--- src/inc/ext_irq_params.svh ---
// Purpose: Constants of the external interrupt front end
// Assumes: Byte-wide registers on a 16-bit address
// Notes:   Definitions only
`ifndef EXT_IRQ_PARAMS_SVH
`define EXT_IRQ_PARAMS_SVH

// ------------------------------------------------------------
// Register offsets
// ------------------------------------------------------------
`define EIRQ_CTL1_ADDR   16'h0fd8
`define EIRQ_CTL4_ADDR   16'h0fdb
`define EIRQ_GATE_ADDR   16'h0f80
`define EIRQ_STAT_ADDR   16'h0f81
`define EIRQ_MASK_ADDR   16'h0f82

// ------------------------------------------------------------
// Field positions and reset values
// ------------------------------------------------------------
`define EIRQ_LVL_BIT     4
`define EIRQ_GATE_BIT    0
`define EIRQ_CTL_RESET   5'h00
`define EIRQ_GATE_RESET  1'h0
`define EIRQ_MASK_RESET  6'h00

// ------------------------------------------------------------
// Operating modes and trigger codes
// ------------------------------------------------------------
`define EIRQ_MODE_FAST   2'h0
`define EIRQ_MODE_SLOW   2'h1
`define EIRQ_ES_RISE     2'h0
`define EIRQ_ES_FALL     2'h1
`define EIRQ_ES_BOTH     2'h2
`define EIRQ_ES_HIGH     2'h3

// ------------------------------------------------------------
// Timing counts
// ------------------------------------------------------------
`define EIRQ_NC_MASK0    4'h0
`define EIRQ_NC_MASK1    4'h3
`define EIRQ_NC_MASK2    4'h7
`define EIRQ_NC_MASK3    4'hf
`define EIRQ_LS_DIV_LAST 2'h3

`endif

--- src/inc/ext_irq_pkg.sv ---
// Purpose: Types of the external interrupt front end
// Assumes: Six sources, four of them configurable
// Notes:   Constants live in ext_irq_params.svh
`default_nettype none

package ext_irq_pkg;

    typedef struct packed {
        logic       lvl;
        logic [1:0] es;
        logic [1:0] nc;
    } ctrl_t;

    typedef struct packed {
        logic [15:0] addr;
        logic [7:0]  wdata;
        logic        wr;
        logic        rd;
    } bus_req_t;

    typedef struct packed {
        ctrl_t [4:1]      ctl;
        logic             gate;
        logic [5:0]       mask;
        logic [5:0]       stat;
        logic [5:0]       sync1;
        logic [5:0]       sync2;
        logic [5:0]       filt;
        logic [5:0][1:0]  hist;
        logic [3:0]       pre;
        logic [1:0]       lsdiv;
        logic [7:0]       rdata;
        logic             irq;
    } state_t;

endpackage

`default_nettype wire

--- src/verilog/ext_irq_filter.sv ---
// Purpose: Six-pin external interrupt noise filter and trigger detector
// Assumes: MODE and LS_TICK come from logic on CLK
// Notes:   Read data stand one cycle after the read strobe
//
// What this block does
// - Source four: rise, fall, both, high level
// - Sources one-three: rise, fall, both; 11 reserved
// - Level flag takes filtered level per request
// - Interval field picks gear divide 1,4,8,16
// - Fast modes: sources one-four need three equal samples to accept level
// - Fast modes: short pulses rejected, long accepted
// - Slow modes: all sources same pulse limits
// - Source zero: falling edge, two-cycle filter
// - Sources zero and five fixed, others programmable
// - Gate bit off stops filters and requests
// - Rewrites and mode changes may raise requests
// - Control bits 7-5 zero, level read-only
// - Slow modes: low clock div 4, two samples
// - Stop modes: sampling frozen, only source four high level requests
//
// Our own choice: the strobed register port.
`timescale 1ns/1ps
`default_nettype none
`include "ext_irq_params.svh"

module ext_irq_filter
    import ext_irq_pkg::*;
(
    // Clock and reset
    input  wire logic       CLK,
    input  wire logic       RESET_N,
    // Register port
    input  wire bus_req_t   BUS,
    output logic [7:0]      RDATA,
    // Operating mode and low-speed tick
    input  wire logic [1:0] MODE,
    input  wire logic       LS_TICK,
    // Interrupt pins, sources 0 and 5 active low
    input  wire logic [5:0] EXT_IRQ_PIN,
    // Interrupt output
    output logic            IRQ
);

    state_t     q;
    state_t     next_q;
    logic [5:0] req;
    logic       fast;
    logic       slow;
    logic       ls_tick;

    // ------------------------------------------------------------
    // Next state
    // ------------------------------------------------------------
    always_comb begin
        logic       fixed;
        logic       tick;
        logic       rise;
        logic       fall;
        logic [1:0] es;
        logic [1:0] nc;
        logic [3:0] ncm;
        next_q = q;
        req = 6'h00;
        fixed = 1'b0;
        tick = 1'b0;
        rise = 1'b0;
        fall = 1'b0;
        es = 2'h0;
        nc = 2'h0;
        ncm = 4'h0;
        fast = (MODE == `EIRQ_MODE_FAST);
        slow = (MODE == `EIRQ_MODE_SLOW);
        ls_tick = 1'b0;
        next_q.sync1 = EXT_IRQ_PIN;
        next_q.sync2 = q.sync1;

        // Software writes come first so hardware capture wins
        if (BUS.wr) begin
            for (int k = 1; k <= 4; k++) begin
                if (BUS.addr == `EIRQ_CTL1_ADDR + 16'(k - 1)) begin
                    next_q.ctl[k].es = BUS.wdata[3:2];
                    next_q.ctl[k].nc = BUS.wdata[1:0];
                end
            end
            if (BUS.addr == `EIRQ_GATE_ADDR)
                next_q.gate = BUS.wdata[`EIRQ_GATE_BIT];
            if (BUS.addr == `EIRQ_MASK_ADDR)
                next_q.mask = BUS.wdata[5:0];
        end

        if (!q.gate) begin
            // Held low so turning the clock on makes no edge
            next_q.pre = 4'h0;
            next_q.lsdiv = 2'h0;
            next_q.hist = '0;
            next_q.filt = 6'h00;
        end else begin
            if (fast)
                next_q.pre = q.pre + 4'h1;
            if (slow && LS_TICK)
                next_q.lsdiv = q.lsdiv + 2'h1;
            ls_tick = slow && LS_TICK && (q.lsdiv == `EIRQ_LS_DIV_LAST);
            for (int i = 0; i < 6; i++) begin
                fixed = (i == 0) || (i == 5);
                nc = fixed ? 2'h0 : q.ctl[(i < 1 || i > 4) ? 1 : i].nc;
                es = fixed ? `EIRQ_ES_FALL : q.ctl[(i < 1 || i > 4) ? 1 : i].es;
                case (nc)
                    2'h0: ncm = `EIRQ_NC_MASK0;
                    2'h1: ncm = `EIRQ_NC_MASK1;
                    2'h2: ncm = `EIRQ_NC_MASK2;
                    default: ncm = `EIRQ_NC_MASK3;
                endcase
                // Stop modes leave tick low, freezing history
                tick = fast ? ((q.pre & ncm) == 4'h0) : ls_tick;
                if (tick) begin
                    next_q.hist[i] = {q.hist[i][0], q.sync2[i]};
                    if (fast && !fixed) begin
                        if (q.sync2[i] == q.hist[i][0] && q.hist[i][0] == q.hist[i][1])
                            next_q.filt[i] = q.sync2[i];
                    end else if (q.sync2[i] == q.hist[i][0]) begin
                        next_q.filt[i] = q.sync2[i];
                    end
                end
                rise = next_q.filt[i] & ~q.filt[i];
                fall = ~next_q.filt[i] & q.filt[i];
                // No edge suppression on rewrites or mode changes
                case (es)
                    `EIRQ_ES_RISE: req[i] = rise;
                    `EIRQ_ES_FALL: req[i] = fall;
                    `EIRQ_ES_BOTH: req[i] = rise | fall;
                    `EIRQ_ES_HIGH: req[i] = (i == 4) && next_q.filt[i];
                    default: req[i] = 1'b0;
                endcase
            end
            for (int k = 1; k <= 4; k++) begin
                if (req[k])
                    next_q.ctl[k].lvl = next_q.filt[k];
            end
        end

        // ------------------------------------------------------------
        // Sticky status, set beats clear
        // ------------------------------------------------------------
        if (BUS.wr && BUS.addr == `EIRQ_STAT_ADDR)
            next_q.stat = q.stat & ~BUS.wdata[5:0];
        next_q.stat = next_q.stat | req;
        next_q.irq = |(next_q.stat & next_q.mask);

        // ------------------------------------------------------------
        // Read data, one cycle later
        // ------------------------------------------------------------
        next_q.rdata = 8'h00;
        if (BUS.rd) begin
            for (int k = 1; k <= 4; k++) begin
                if (BUS.addr == `EIRQ_CTL1_ADDR + 16'(k - 1))
                    next_q.rdata = {3'h0, q.ctl[k]};
            end
            case (BUS.addr)
                `EIRQ_GATE_ADDR: next_q.rdata = {7'h00, q.gate};
                `EIRQ_STAT_ADDR: next_q.rdata = {2'h0, q.stat};
                `EIRQ_MASK_ADDR: next_q.rdata = {2'h0, q.mask};
                default: ;
            endcase
        end
    end

    // ------------------------------------------------------------
    // State register
    // ------------------------------------------------------------
    always_ff @(posedge CLK or negedge RESET_N) begin
        if (!RESET_N) begin
            q <= '0;
            q.ctl <= {4{`EIRQ_CTL_RESET}};
            q.gate <= `EIRQ_GATE_RESET;
            q.mask <= `EIRQ_MASK_RESET;
        end else begin
            q <= next_q;
        end
    end

    assign RDATA = q.rdata;
    assign IRQ = q.irq;

    // ------------------------------------------------------------
    // Checks
    // ------------------------------------------------------------
    property p_gate_off;
        @(posedge CLK) disable iff (!RESET_N)
        !q.gate |=> (q.filt == 6'h00) && (q.hist == '0);
    endproperty
    a_gate_off: assert property (p_gate_off) else $error("filter not cleared while gated");

    property p_three_samples;
        @(posedge CLK) disable iff (!RESET_N)
        q.gate && fast && (q.filt[1] != next_q.filt[1])
            |-> (q.sync2[1] == q.hist[1][0]) && (q.hist[1][0] == q.hist[1][1]);
    endproperty
    a_three_samples: assert property (p_three_samples) else $error("source 1 accepted too early");

    property p_level_capture;
        @(posedge CLK) disable iff (!RESET_N)
        req[4] |=> q.ctl[4].lvl == q.filt[4];
    endproperty
    a_level_capture: assert property (p_level_capture) else $error("level flag not captured");

    property p_high_level;
        @(posedge CLK) disable iff (!RESET_N)
        q.gate && q.ctl[4].es == `EIRQ_ES_HIGH && q.filt[4] && next_q.filt[4] |=> q.stat[4];
    endproperty
    a_high_level: assert property (p_high_level) else $error("high level gave no request");

    property p_reserved;
        @(posedge CLK) disable iff (!RESET_N)
        !((q.ctl[1].es == `EIRQ_ES_HIGH && req[1]) ||
          (q.ctl[2].es == `EIRQ_ES_HIGH && req[2]) ||
          (q.ctl[3].es == `EIRQ_ES_HIGH && req[3]));
    endproperty
    a_reserved: assert property (p_reserved) else $error("reserved code raised request");

    property p_src0_fall;
        @(posedge CLK) disable iff (!RESET_N)
        q.gate && fast && q.filt[0] && !q.sync2[0] && !q.hist[0][0] |=> !q.filt[0] ##0 q.stat[0];
    endproperty
    a_src0_fall: assert property (p_src0_fall) else $error("source 0 fall missed");

    property p_reg_read;
        @(posedge CLK) disable iff (!RESET_N)
        BUS.rd && BUS.addr == `EIRQ_CTL4_ADDR |=> RDATA == {3'h0, $past(q.ctl[4])};
    endproperty
    a_reg_read: assert property (p_reg_read) else $error("control read wrong");

    property p_stop_freeze;
        @(posedge CLK) disable iff (!RESET_N)
        q.gate && !fast && !slow |=> $stable(q.filt) && $stable(q.hist);
    endproperty
    a_stop_freeze: assert property (p_stop_freeze) else $error("sampling ran in stop mode");

    property p_interval;
        @(posedge CLK) disable iff (!RESET_N)
        q.gate && fast && q.ctl[3].nc == 2'h1 && (next_q.hist[3] != q.hist[3]) |-> q.pre[1:0] == 2'h0;
    endproperty
    a_interval: assert property (p_interval) else $error("source 3 sampled off interval");

    property p_slow_rate;
        @(posedge CLK) disable iff (!RESET_N)
        q.gate && slow && (next_q.hist[5] != q.hist[5]) |-> LS_TICK && q.lsdiv == `EIRQ_LS_DIV_LAST;
    endproperty
    a_slow_rate: assert property (p_slow_rate) else $error("slow sampling off divide by 4");

    property p_gate_hold;
        @(posedge CLK) disable iff (!RESET_N)
        !q.gate |=> (q.pre == 4'h0) && (q.lsdiv == 2'h0);
    endproperty
    a_gate_hold: assert property (p_gate_hold) else $error("dividers ran while gated");

    property p_gate_quiet;
        @(posedge CLK) disable iff (!RESET_N)
        !q.gate |-> (req == 6'h00);
    endproperty
    a_gate_quiet: assert property (p_gate_quiet) else $error("request while gated");

    property p_rise_src1;
        @(posedge CLK) disable iff (!RESET_N)
        q.gate && q.ctl[1].es == `EIRQ_ES_RISE |-> req[1] == (next_q.filt[1] && !q.filt[1]);
    endproperty
    a_rise_src1: assert property (p_rise_src1) else $error("source 1 rise request wrong");

    property p_rise_src4;
        @(posedge CLK) disable iff (!RESET_N)
        q.gate && q.ctl[4].es == `EIRQ_ES_RISE |-> req[4] == (next_q.filt[4] && !q.filt[4]);
    endproperty
    a_rise_src4: assert property (p_rise_src4) else $error("source 4 rise request wrong");

    property p_fall_src4;
        @(posedge CLK) disable iff (!RESET_N)
        q.gate && q.ctl[4].es == `EIRQ_ES_FALL |-> req[4] == (!next_q.filt[4] && q.filt[4]);
    endproperty
    a_fall_src4: assert property (p_fall_src4) else $error("source 4 fall request wrong");

    property p_both_src4;
        @(posedge CLK) disable iff (!RESET_N)
        q.gate && q.ctl[4].es == `EIRQ_ES_BOTH |-> req[4] == (next_q.filt[4] != q.filt[4]);
    endproperty
    a_both_src4: assert property (p_both_src4) else $error("source 4 both-edge request wrong");

    property p_fixed_fall;
        @(posedge CLK) disable iff (!RESET_N)
        q.gate |-> (req[0] == (q.filt[0] && !next_q.filt[0]))
            && (req[5] == (q.filt[5] && !next_q.filt[5]));
    endproperty
    a_fixed_fall: assert property (p_fixed_fall) else $error("fixed source not falling edge");

    property p_src0_two;
        @(posedge CLK) disable iff (!RESET_N)
        q.gate && fast && (q.filt[0] != next_q.filt[0]) |-> q.sync2[0] == q.hist[0][0];
    endproperty
    a_src0_two: assert property (p_src0_two) else $error("source 0 accepted on one sample");

    property p_three_src4;
        @(posedge CLK) disable iff (!RESET_N)
        q.gate && fast && (q.filt[4] != next_q.filt[4])
            |-> (q.sync2[4] == q.hist[4][0]) && (q.hist[4][0] == q.hist[4][1]);
    endproperty
    a_three_src4: assert property (p_three_src4) else $error("source 4 accepted too early");

    property p_interval_nc3;
        @(posedge CLK) disable iff (!RESET_N)
        q.gate && fast && q.ctl[1].nc == 2'h3 && (next_q.hist[1] != q.hist[1]) |-> q.pre == 4'h0;
    endproperty
    a_interval_nc3: assert property (p_interval_nc3) else $error("source 1 sampled off divide by 16");

    property p_slow_two;
        @(posedge CLK) disable iff (!RESET_N)
        q.gate && slow && (q.filt[5] != next_q.filt[5]) |-> ls_tick && (q.sync2[5] == q.hist[5][0]);
    endproperty
    a_slow_two: assert property (p_slow_two) else $error("slow accept off tick or sample pair");

    property p_slow_no_pre;
        @(posedge CLK) disable iff (!RESET_N)
        q.gate && slow |=> $stable(q.pre);
    endproperty
    a_slow_no_pre: assert property (p_slow_no_pre) else $error("gear divider ran in slow mode");

    property p_stop_quiet;
        @(posedge CLK) disable iff (!RESET_N)
        q.gate && !fast && !slow && q.ctl[4].es != `EIRQ_ES_HIGH |-> req == 6'h00;
    endproperty
    a_stop_quiet: assert property (p_stop_quiet) else $error("edge request in stop mode");

    property p_lvl_readonly;
        @(posedge CLK) disable iff (!RESET_N)
        BUS.wr && BUS.addr == `EIRQ_CTL4_ADDR && !req[4] |=> q.ctl[4].lvl == $past(q.ctl[4].lvl);
    endproperty
    a_lvl_readonly: assert property (p_lvl_readonly) else $error("level flag took a write");

    property p_ctl_write;
        @(posedge CLK) disable iff (!RESET_N)
        BUS.wr && BUS.addr == `EIRQ_CTL4_ADDR |=> {q.ctl[4].es, q.ctl[4].nc} == $past(BUS.wdata[3:0]);
    endproperty
    a_ctl_write: assert property (p_ctl_write) else $error("control fields not written");

    property p_lvl_src1;
        @(posedge CLK) disable iff (!RESET_N)
        req[1] |=> q.ctl[1].lvl == q.filt[1];
    endproperty
    a_lvl_src1: assert property (p_lvl_src1) else $error("source 1 level flag not captured");

endmodule

`default_nettype wire

--- config.mk ---
export PLATFORM = sky130hd
export DESIGN_NAME = ext_irq_filter
export DESIGN_NICKNAME = d
export VERILOG_FILES = /design/src/inc/ext_irq_pkg.sv /design/src/verilog/ext_irq_filter.sv
export VERILOG_INCLUDE_DIRS = /design/src /design/src/inc
export SDC_FILE = /design/constraint.sdc
export NUM_CORES = 1
export LEC_CHECK = 0
export BUFFER_PORTS_ARGS = -buffer_cell sky130_fd_sc_hd__buf_2
export CORE_ASPECT_RATIO = 0.6
export CORE_MARGIN = 2
export CORE_UTILIZATION = 41
export CTS_CLUSTER_DIAMETER = 120
export CTS_CLUSTER_SIZE = 20
export DETAILED_ROUTE_END_ITERATION = 7
export SYNTH_ARGS = -nofsm -noshare
export SYNTH_HDL_FRONTEND = slang
export SYNTH_SLANG_ARGS = --single-unit
--- constraint.sdc ---
create_clock -name CLK -period 3.35 [get_ports CLK]
set_clock_uncertainty 0.15 [all_clocks]
set_input_delay 0.335 -clock CLK [delete_from_list [all_inputs] [get_ports CLK]]
set_output_delay 0.335 -clock CLK [all_outputs]
set_load 0.05 [all_outputs]
## Yosys cells after proc, flatten, opt, wreduce, memory -nomap -nowiden

Cells that the tools add are included.

- Mux-type cells: 67
- Shift operators: 0
- Multiply operators: 0
- Bitwise operators: 33
- Add/subtract/negate cells: 2
- Reduce and logical (&&, ||, !) cells: 31
- Div/mod/pow operators: 0
- Eq/ne operators: 46
- Order comparisons: 0

Operators with widths:

| operator | count |
|---|---|
| equality test 16 x 12 -> 1 bit (second input constant) | 7 |
| case mux 4 bit (3 select lines) | 4 |
| 2-to-1 mux 1 bit | 35 |
| 2-to-1 mux 8 bit | 4 |
| equality test 2 bit (second input constant) | 13 |
| 2-to-1 mux 24 bit | 1 |
| 2-to-1 mux 4 bit | 6 |
| 2-to-1 mux 6 bit | 4 |
| case mux 8 bit (3 select lines) | 1 |
| bitwise AND 4 bit | 5 |
| zero test 4 bit | 5 |
| equality test 2 x 1 -> 1 bit (second input constant) | 9 |
| zero test 2 bit | 9 |
| AND reduction 2 bit | 9 |
| case mux 1 bit (4 select lines) | 4 |
| 2-to-1 mux 2 bit | 7 |
| != test 2 x 1 -> 1 bit (second input constant) | 7 |
| bitwise AND 6 bit | 2 |
| bitwise AND 1 bit | 10 |
| equality test 1 bit | 10 |
| inverter 1 bit | 10 |
| logical AND 1 bit | 7 |
| inverter 6 bit | 1 |
| bitwise OR 6 bit | 1 |
| 5 further kinds | 8 |

- Latch bits: 0
- Flip-flop bits (word level): 76
- Bits in read-only memories: 0
- Bits in writable memories: 0
- Bits of input ports: 37
- Memories kept: 0
- Output and inout port bits: 9

## Depth between registers and ports, before layout

Gate-level depths: netlist of run 1.

- Word-level depth: 17
- Gate-level depth with buffers: 14
- Depth with buffers taken out: 14

## Worst setup path before layout of run 1

No wires, ideal clock.

- Path type: reg-to-reg
- Start: register q[11] (netlist name)
- End: register q (netlist bit IRQ)
- Required time: 3065 ps
- Arrival time: 2736 ps
- Cell stages (with the launch flop): 14
- Buffers on the path: 0
- Library setup time: 135 ps
- Slack: 329 ps
- Clock period less this slack: 3021 ps
- Cell sequence: dfrtp_1 or3_4 a22o_1 a21oi_2 a32o_1 a21o_2 inv_2 ha_1 mux2i_1 nor2_1 o21a_1 nand2b_1 a222oi_1 nand4_1

RTL lines:

| what | line | text |
|---|---|---|
| start, declared | ext_irq_filter.sv:44 | `state_t q;` |
| start signal, assigned | ext_irq_filter.sv:177 | `q <= next_q;` |

==> flow_summary.json, run 1 <==
{
  "status": "finished, violations left",
  "violations": "hold timing",
  "cts_tree": "built",
  "setup_slack_ns": 0.175,
  "n_antenna_cell": 0,
  "crit_fanout": 5,
  "report.final.slew_viol_count": 0,
  "worstHoldPathType": "in2async",
  "internal_power_mw": 1.61,
  "crit_chain": "or3_4, a22o_1, a21oi_2, buf_4, a21oi_1, a21o_2, ha_1, mux2i_1, nor2_1, o21a_2, nand2b_4, a222oi_1, nand4_1",
  "ys_types": 60,
  "routed_wl_um": 8680,
  "synth-edff-count": 0,
  "worst-path-buf-inv": 1,
  "timing.slew.headroom_pct": 38.0,
  "dpl_worst_slack_ns": 0.0930,
  "die_w_um": 128,
  "rsz0062_at_grt": "false",
  "cts_sinks": 74,
  "cts_inserted_buffers": 9,
  "area_growth_pct": 19.5,
  "root_buffer": "clkbuf_16",
  "crit_arrival_ns": 3.22,
  "grt_usage_pct": 18.6,
  "drtIter0Drc": 145,
  "routed_via_density": 5.42,
  "p_seq_share_pct": 44.3,
  "synth.top_cell.area_share_pct": 48.7,
  "period_needed_ns": 3.17,
  "grt_max_degree": 75,
  "synth_most_common_cell": "dfrtp_1",
  "crit_end": "IRQ",
  "power.switching_uw": 433,
  "cts_buffer_depth": 2,
  "cellPowerDensity_mw_per_mm2": 451,
  "cp-start-kind": "flip-flop",
  "numPortBuffers": 41,
  "die_y_um": 78.6,
  "fmax_ghz": 0.315,
  "rows": 27,
  "gp_congestion": 0.819,
  "routedWlPerCell_um": 17.1,
  "yosys_warnings": 0,
  "endpoint_kind": "flip-flop",
  "yosysTopAreaCell": "dfrtp_1",
  "ys_seq_area_share_pct": 48.7,
  "pwr-share-comb_pct": 5.3,
  "vias": 2753,
  "start_util_pct": 41.8,
  "clkPwrFrac_pct": 50.4,
  "worstMarginPinSlew_ns": 0.930,
  "required_ns": 3.40,
  "utilization_pct": 50.0,
  "timing.final.crit_share_pct": 94.8,
  "switching_share_pct": 21.2,
  "setup_tns_ns": 0,
  "clk_transition_reported_paths_ns": 0.06,
  "p_leak_nw": 2.18,
  "max-vdd-ir-drop_v": 0.000326,
  "layout-drive-gt1-share_pct": 30.9,
  "grt_overflow": 0,
  "fillers": 781,
  "worst-path-stages": 13,
  "fin_nets": 434,
  "hpwl_um": 6290,
  "max_cap_violations": 0,
  "crit_start": "q[13]",
  "antenna_found_initial": 0,
  "htreeDepth": 3,
  "ys_ff_latch": 74,
  "fp.dieArea_mm2": 0.0101,
  "drc": 0,
  "ys_top_cells_by_count": "74 x dfrtp_1, 25 x mux2_2, 21 x nor2b_1, 19 x nand2_1, 18 x a21oi_1",
  "criticalPathCategory": "reg2reg",
  "top_level_ports": 46,
  "synthTopCellsByArea": "dfrtp_1 49%, mux2_2 7.4%, nor2b_1 3.5%",
  "reg2reg_depth": 13,
  "async_flop_share_pct": 100,
  "ff2ff_setup_slack_ns": 0.18,
  "cp_top_family": "compound AO/OA/AOI/OAI gates",
  "grt_pass1_wl_um": 14000,
  "r2r-start": "q[13]",
  "ant_nets": 0,
  "syn_inst": 333,
  "hold_ws_ns": -0.0168,
  "crit_path_max_incr_delay_ns": 0.42,
  "clk_latency_ns": 0.34,
  "ys.flop_type": "dfrtp_1",
  "syn_area_mm2": 0.00380,
  "drt_first_pass_iters": 4,
  "setup_viol": 0,
  "crit_slowest_cell": "dfrtp_1",
  "coreArea_mm2": 0.00909,
  "grt_pass1_vias": 2673,
  "hold_viol": 23,
  "reg2reg_to": "IRQ",
  "synth.avg_cell_area_um2": 11.4
}
==> logic make-up (layout without fill, tap and decap cells) <==
logic type,after synthesis,after routing,share of synthesized area [%]
buffers and inverters,34,92,4.31
adder cells (fa/ha/maj),10,10,3.29
AND/OR/NAND/NOR,93,93,14.8
other,1,2,0.0987
AO/OA/AOI/OAI,76,76,14.5
multiplexers,41,41,13.4
flip-flops,74,74,48.7
XOR/XNOR,4,4,0.922
==> worst min-delay path by stage <==
stage	from	endpoint	slack [ns]
after detailed placement	next_q[35]	q[35]	0.19
after global routing	RESET_N	RDATA[0]	0.07
after global placement	next_q[35]	q[35]	0.18
final	RESET_N	q[61]	-0.02
after floorplan	RESET_N	IRQ	-0.11
after CTS	RESET_N	q[66]	0.03
==> through the flow <==
stage	hold WS, ns	std cells	cell area, um^2	total power [mW]
detailed placement	0.186	483	4130	1.03
finish	-0.0168	508	4540	2.05
global route	0.0655	508	4540	2.13
CTS	0.0250	505	4510	2.08
global placement	0.184	483	4130	1.02
floorplan	-0.111	334	3800	0.966
==> layout by cell type, fill, tap and decap left out, types with 2 or more instances in the layout <==
| cell | netlist | final |
|---|---|---|
| dfrtp_1 | 74 | 74 |
| buf_2 | 2 | 40 |
| mux2_2 | 25 | 25 |
| nor2b_1 | 21 | 21 |
| nand2_1 | 19 | 19 |
| a21oi_1 | 18 | 18 |
| inv_1 | 15 | 15 |
| nor2_1 | 14 | 14 |
| buf_4 | 9 | 14 |
| mux2i_1 | 10 | 10 |
| ha_1 | 10 | 10 |
| o21ai_0 | 9 | 9 |
| clkbuf_16 | 0 | 9 |
| and2_1 | 7 | 7 |
| dlygate4sd3_1 | 0 | 6 |
| mux4_2 | 5 | 5 |
| o221a_2 | 5 | 5 |
| a211o_1 | 5 | 5 |
| a21boi_0 | 5 | 5 |
| nand3b_1 | 5 | 5 |
| and3_1 | 4 | 4 |
| a21oi_2 | 4 | 4 |
| a31oi_1 | 4 | 4 |
| o211ai_1 | 4 | 4 |
| nor3b_1 | 3 | 3 |
| nand3_1 | 3 | 3 |
| a22o_1 | 3 | 3 |
| a32o_1 | 3 | 3 |
| xnor2_1 | 3 | 3 |
| and4bb_1 | 2 | 2 |
| or3_4 | 2 | 2 |
| a21o_1 | 2 | 2 |
| a22oi_1 | 2 | 2 |
| nor3_1 | 2 | 2 |
| nand4_1 | 2 | 2 |
| conb_1 | 1 | 2 |
| clkinv_2 | 0 | 2 |
| bufinv_16 | 0 | 2 |
==> timing repair <==
item,in CTS,in global routing
gates resized for setup,0,2
hold buffers,6,0
buffers inserted,0,3
hold endpoints to repair,6,0
setup endpoints to repair,0,1
==> power groups by stage <==
stage	Combinational [mW]	Clock, mW	Sequential [mW]
floorplan	0.0453	0	0.921
global placement	0.102	0	0.922
detailed placement	0.103	0	0.922
CTS	0.109	1.07	0.906
global route	0.122	1.10	0.906
finish	0.108	1.03	0.906
==> area by class of cell <==
cell class	count	area, um^2	share of cell area (%)
multi-input cells	226	1800	39.6
well taps	116	145	3.20
clock buffers	11	243	5.35
repair buffers	60	365	8.05
flip-flops and latches	74	1850	40.8
inverters	16	60.1	1.32
clock inverters	5	77.6	1.71
==> flip-flops by register name (all words and copies together) (netlist names) <==
register and count:
RDATA 6, IRQ 1, q 61, next_q 6
==> layer usage <==
layer	share of wire [%]	GRT usage, %	vias to the layer above
met5	0	0	-
met4	0.63	5.71	0
met3	8.5	5.59	6
met2	41	24.8	62
met1	50	28.6	1379
li1	-	-	1306
Note: power is estimated with default switching activity, not from simulation.
==> inputs of run 2 (changes only) <==
--- a/config.mk
+++ b/config.mk
@@ -13,6 +13,7 @@
 export CTS_CLUSTER_DIAMETER = 120
 export CTS_CLUSTER_SIZE = 20
 export DETAILED_ROUTE_END_ITERATION = 7
+export SKIP_CTS_REPAIR_TIMING = 1
 export SYNTH_ARGS = -nofsm -noshare
 export SYNTH_HDL_FRONTEND = slang
 export SYNTH_SLANG_ARGS = --single-unit
==> constraint.sdc (replaced) <==
create_clock -name CLK -period 3.35 [get_ports CLK]
set_clock_uncertainty 0.15 [all_clocks]
set_input_delay 0 -clock CLK [delete_from_list [all_inputs] [get_ports CLK]]
set_output_delay 0 -clock CLK [all_outputs]
set_load 0.05 [all_outputs]
==> run 2 against run 1 <==
Compared with the run above:
- the run still ends with hold timing left
- sequential share of layout area down 0.68 points
- setup slack worse by 0.025 ns
- global-route usage down 0.26 points
- routed wire length down 0.28%
- sequential power about the same
- clock power down 8%
- utilization up 0.88 points
- power down 3.5%
- combinational power up 7%
- final cell count up 1.6%
- count of clock-buffer cells in the layout down 2
==> flow_summary.json, run 2 (same netlist as run 1, synthesis figures left out) <==
{
  "status": "finished, violations left",
  "violations": "hold timing",
  "rows": 27,
  "grt_max_degree": 75,
  "drc": 0,
  "crit_chain": "or3_4, a22o_1, a21oi_4, a21oi_1, a21oi_2, inv_1, ha_1, mux2_2, o211ai_1, nand2_1, nor2_1, nand3b_1, nand4_1",
  "drt_first_pass_iters": 5,
  "antenna_found_initial": 0,
  "instances_no_fill": 516,
  "n_antenna_cell": 0,
  "fillers": 829,
  "setup_viol": 0,
  "hold_viol": 3,
  "grt_usage_pct": 18.4,
  "grt_pass1_wl_um": 13900,
  "largest_register_ffs": 61,
  "internal_power_mw": 1.52,
  "timing.slew.headroom_pct": 32.3,
  "cp_top_family": "compound AO/OA/AOI/OAI gates",
  "layout_commonest_cell": "dfrtp_1",
  "layout-drive-gt1-share_pct": 31.5,
  "cp-start-kind": "flip-flop",
  "timing.final.crit_share_pct": 95.5,
  "required_ns": 3.39,
  "cts_inserted_buffers": 9,
  "hpwl_um": 6110,
  "crit_arrival_ns": 3.24,
  "fin_nets": 442,
  "cellPowerDensity_mw_per_mm2": 427,
  "clk_latency_ns": 0.34,
  "top_level_ports": 46,
  "worst-path-buf-inv": 1,
  "utilization_pct": 50.8,
  "criticalPathCategory": "reg2reg",
  "die_w_um": 128,
  "drtIter0Drc": 215,
  "numPortBuffers": 41,
  "cts_sinks": 74,
  "report.final.slew_viol_count": 0,
  "crit_slowest_cell": "dfrtp_1",
  "routed_wl_um": 8660,
  "htreeDepth": 3,
  "fmax_ghz": 0.313,
  "pwr-share-comb_pct": 5.9,
  "endpoint_kind": "flip-flop",
  "worstHoldPathType": "in2reg",
  "period_needed_ns": 3.20,
  "start_util_pct": 41.8,
  "grt_pass1_vias": 2624,
  "switching_share_pct": 22.9,
  "hold_ws_ns": -0.0220,
  "ant_nets": 0,
  "vias": 2820,
  "coreArea_mm2": 0.00909,
  "cts_buffer_depth": 2,
  "total_power_mw": 1.97,
  "die_y_um": 78.6,
  "max-vdd-ir-drop_v": 0.000241,
  "largest_register": "q",
  "dp_cells": 480,
  "clkPwrFrac_pct": 48.2,
  "power.switching_uw": 451,
  "crit_fanout": 5,
  "cts_tree": "built",
  "grt_overflow": 0,
  "gp_congestion": 0.822,
  "routed_via_density": 5.47,
  "crit_path_max_incr_delay_ns": 0.41,
  "mostFrequentLayoutCells": "73 x dfrtp_1, 40 x buf_2, 25 x mux2_2, 21 x nor2b_1, 19 x nand2_1",
  "max_cap_violations": 0,
  "area_growth_pct": 21.6,
  "setup_tns_ns": 0,
  "p_seq_share_pct": 45.9,
  "p_leak_nw": 2.19,
  "worstMarginPinSlew_ns": 1.02,
  "fp.dieArea_mm2": 0.0101,
  "root_buffer": "clkbuf_16",
  "routedWlPerCell_um": 16.8,
  "clk_transition_reported_paths_ns": 0.06
}
[run 2: power groups by stage]
| stage | combinational [mW] | sequential (mW) | clock, mW |
|---|---|---|---|
| finish | 0.116 | 0.906 | 0.951 |
| global route | 0.128 | 0.906 | 1.02 |
| CTS | 0.103 | 0.906 | 0.983 |
| detailed placement | 0.103 | 0.922 | 0 |
| global placement | 0.102 | 0.922 | 0 |
| floorplan | 0.0453 | 0.921 | 0 |
[run 2: worst register-to-register path: cells and delay by family, from the launching register on]
| family | cells | cell delay, ns |
|---|---|---|
| compound gates | 5 | 1.07 |
| simple gates | 5 | 0.93 |
| flops | 1 | 0.41 |
| mux | 1 | 0.25 |
| fa+ha+maj | 1 | 0.17 |
| buf+inv | 1 | 0.07 |
[run 2: area by class of cell]
class	instances	area [um^2]	share of cell area [%]
multi-input cells	226	1820	39.4
well taps	116	145	3.14
inverters	16	60.1	1.30
clock buffers	9	225	4.88
flip-flops and latches	74	1850	40.1
clock inverters	7	68.8	1.49
repair buffers	68	449	9.72
[run 2: per-stage QoR]
stage	setup slack [ns]	area, um^2
global placement	0.135	4110
detailed placement	0.0581	4110
global route	-0.0173	4620
finish	0.150	4620
floorplan	0.329	3800
CTS	0.0308	4400
[run 2: final timing paths]
path | depth (start not counted) | to | start | slack [ns]
max | 13 | IRQ | q[13] | 0.15
min | 4 | q[15] | MODE[1] | -0.02
max reg2reg | 13 | IRQ | q[13] | 0.15
min reg2reg | 0 | q[35] | next_q[35] | 0.20
max in group asynchronous | 2 | q[12] | RESET_N | 2.19
min in group asynchronous | 2 | next_q[35] | RESET_N | 0.20
[run 2: routing by layer]
metal  part of all wire, %  up-vias  track usage [%]  wire length (um)
met1                    52     1394             29.2              4520
met4                   1.2        0             5.49               108
met3                   7.2       14             5.18               625
met5                     0        -                0                 0
met2                    39       88             23.5              3410
li1                      -     1324                -                 -
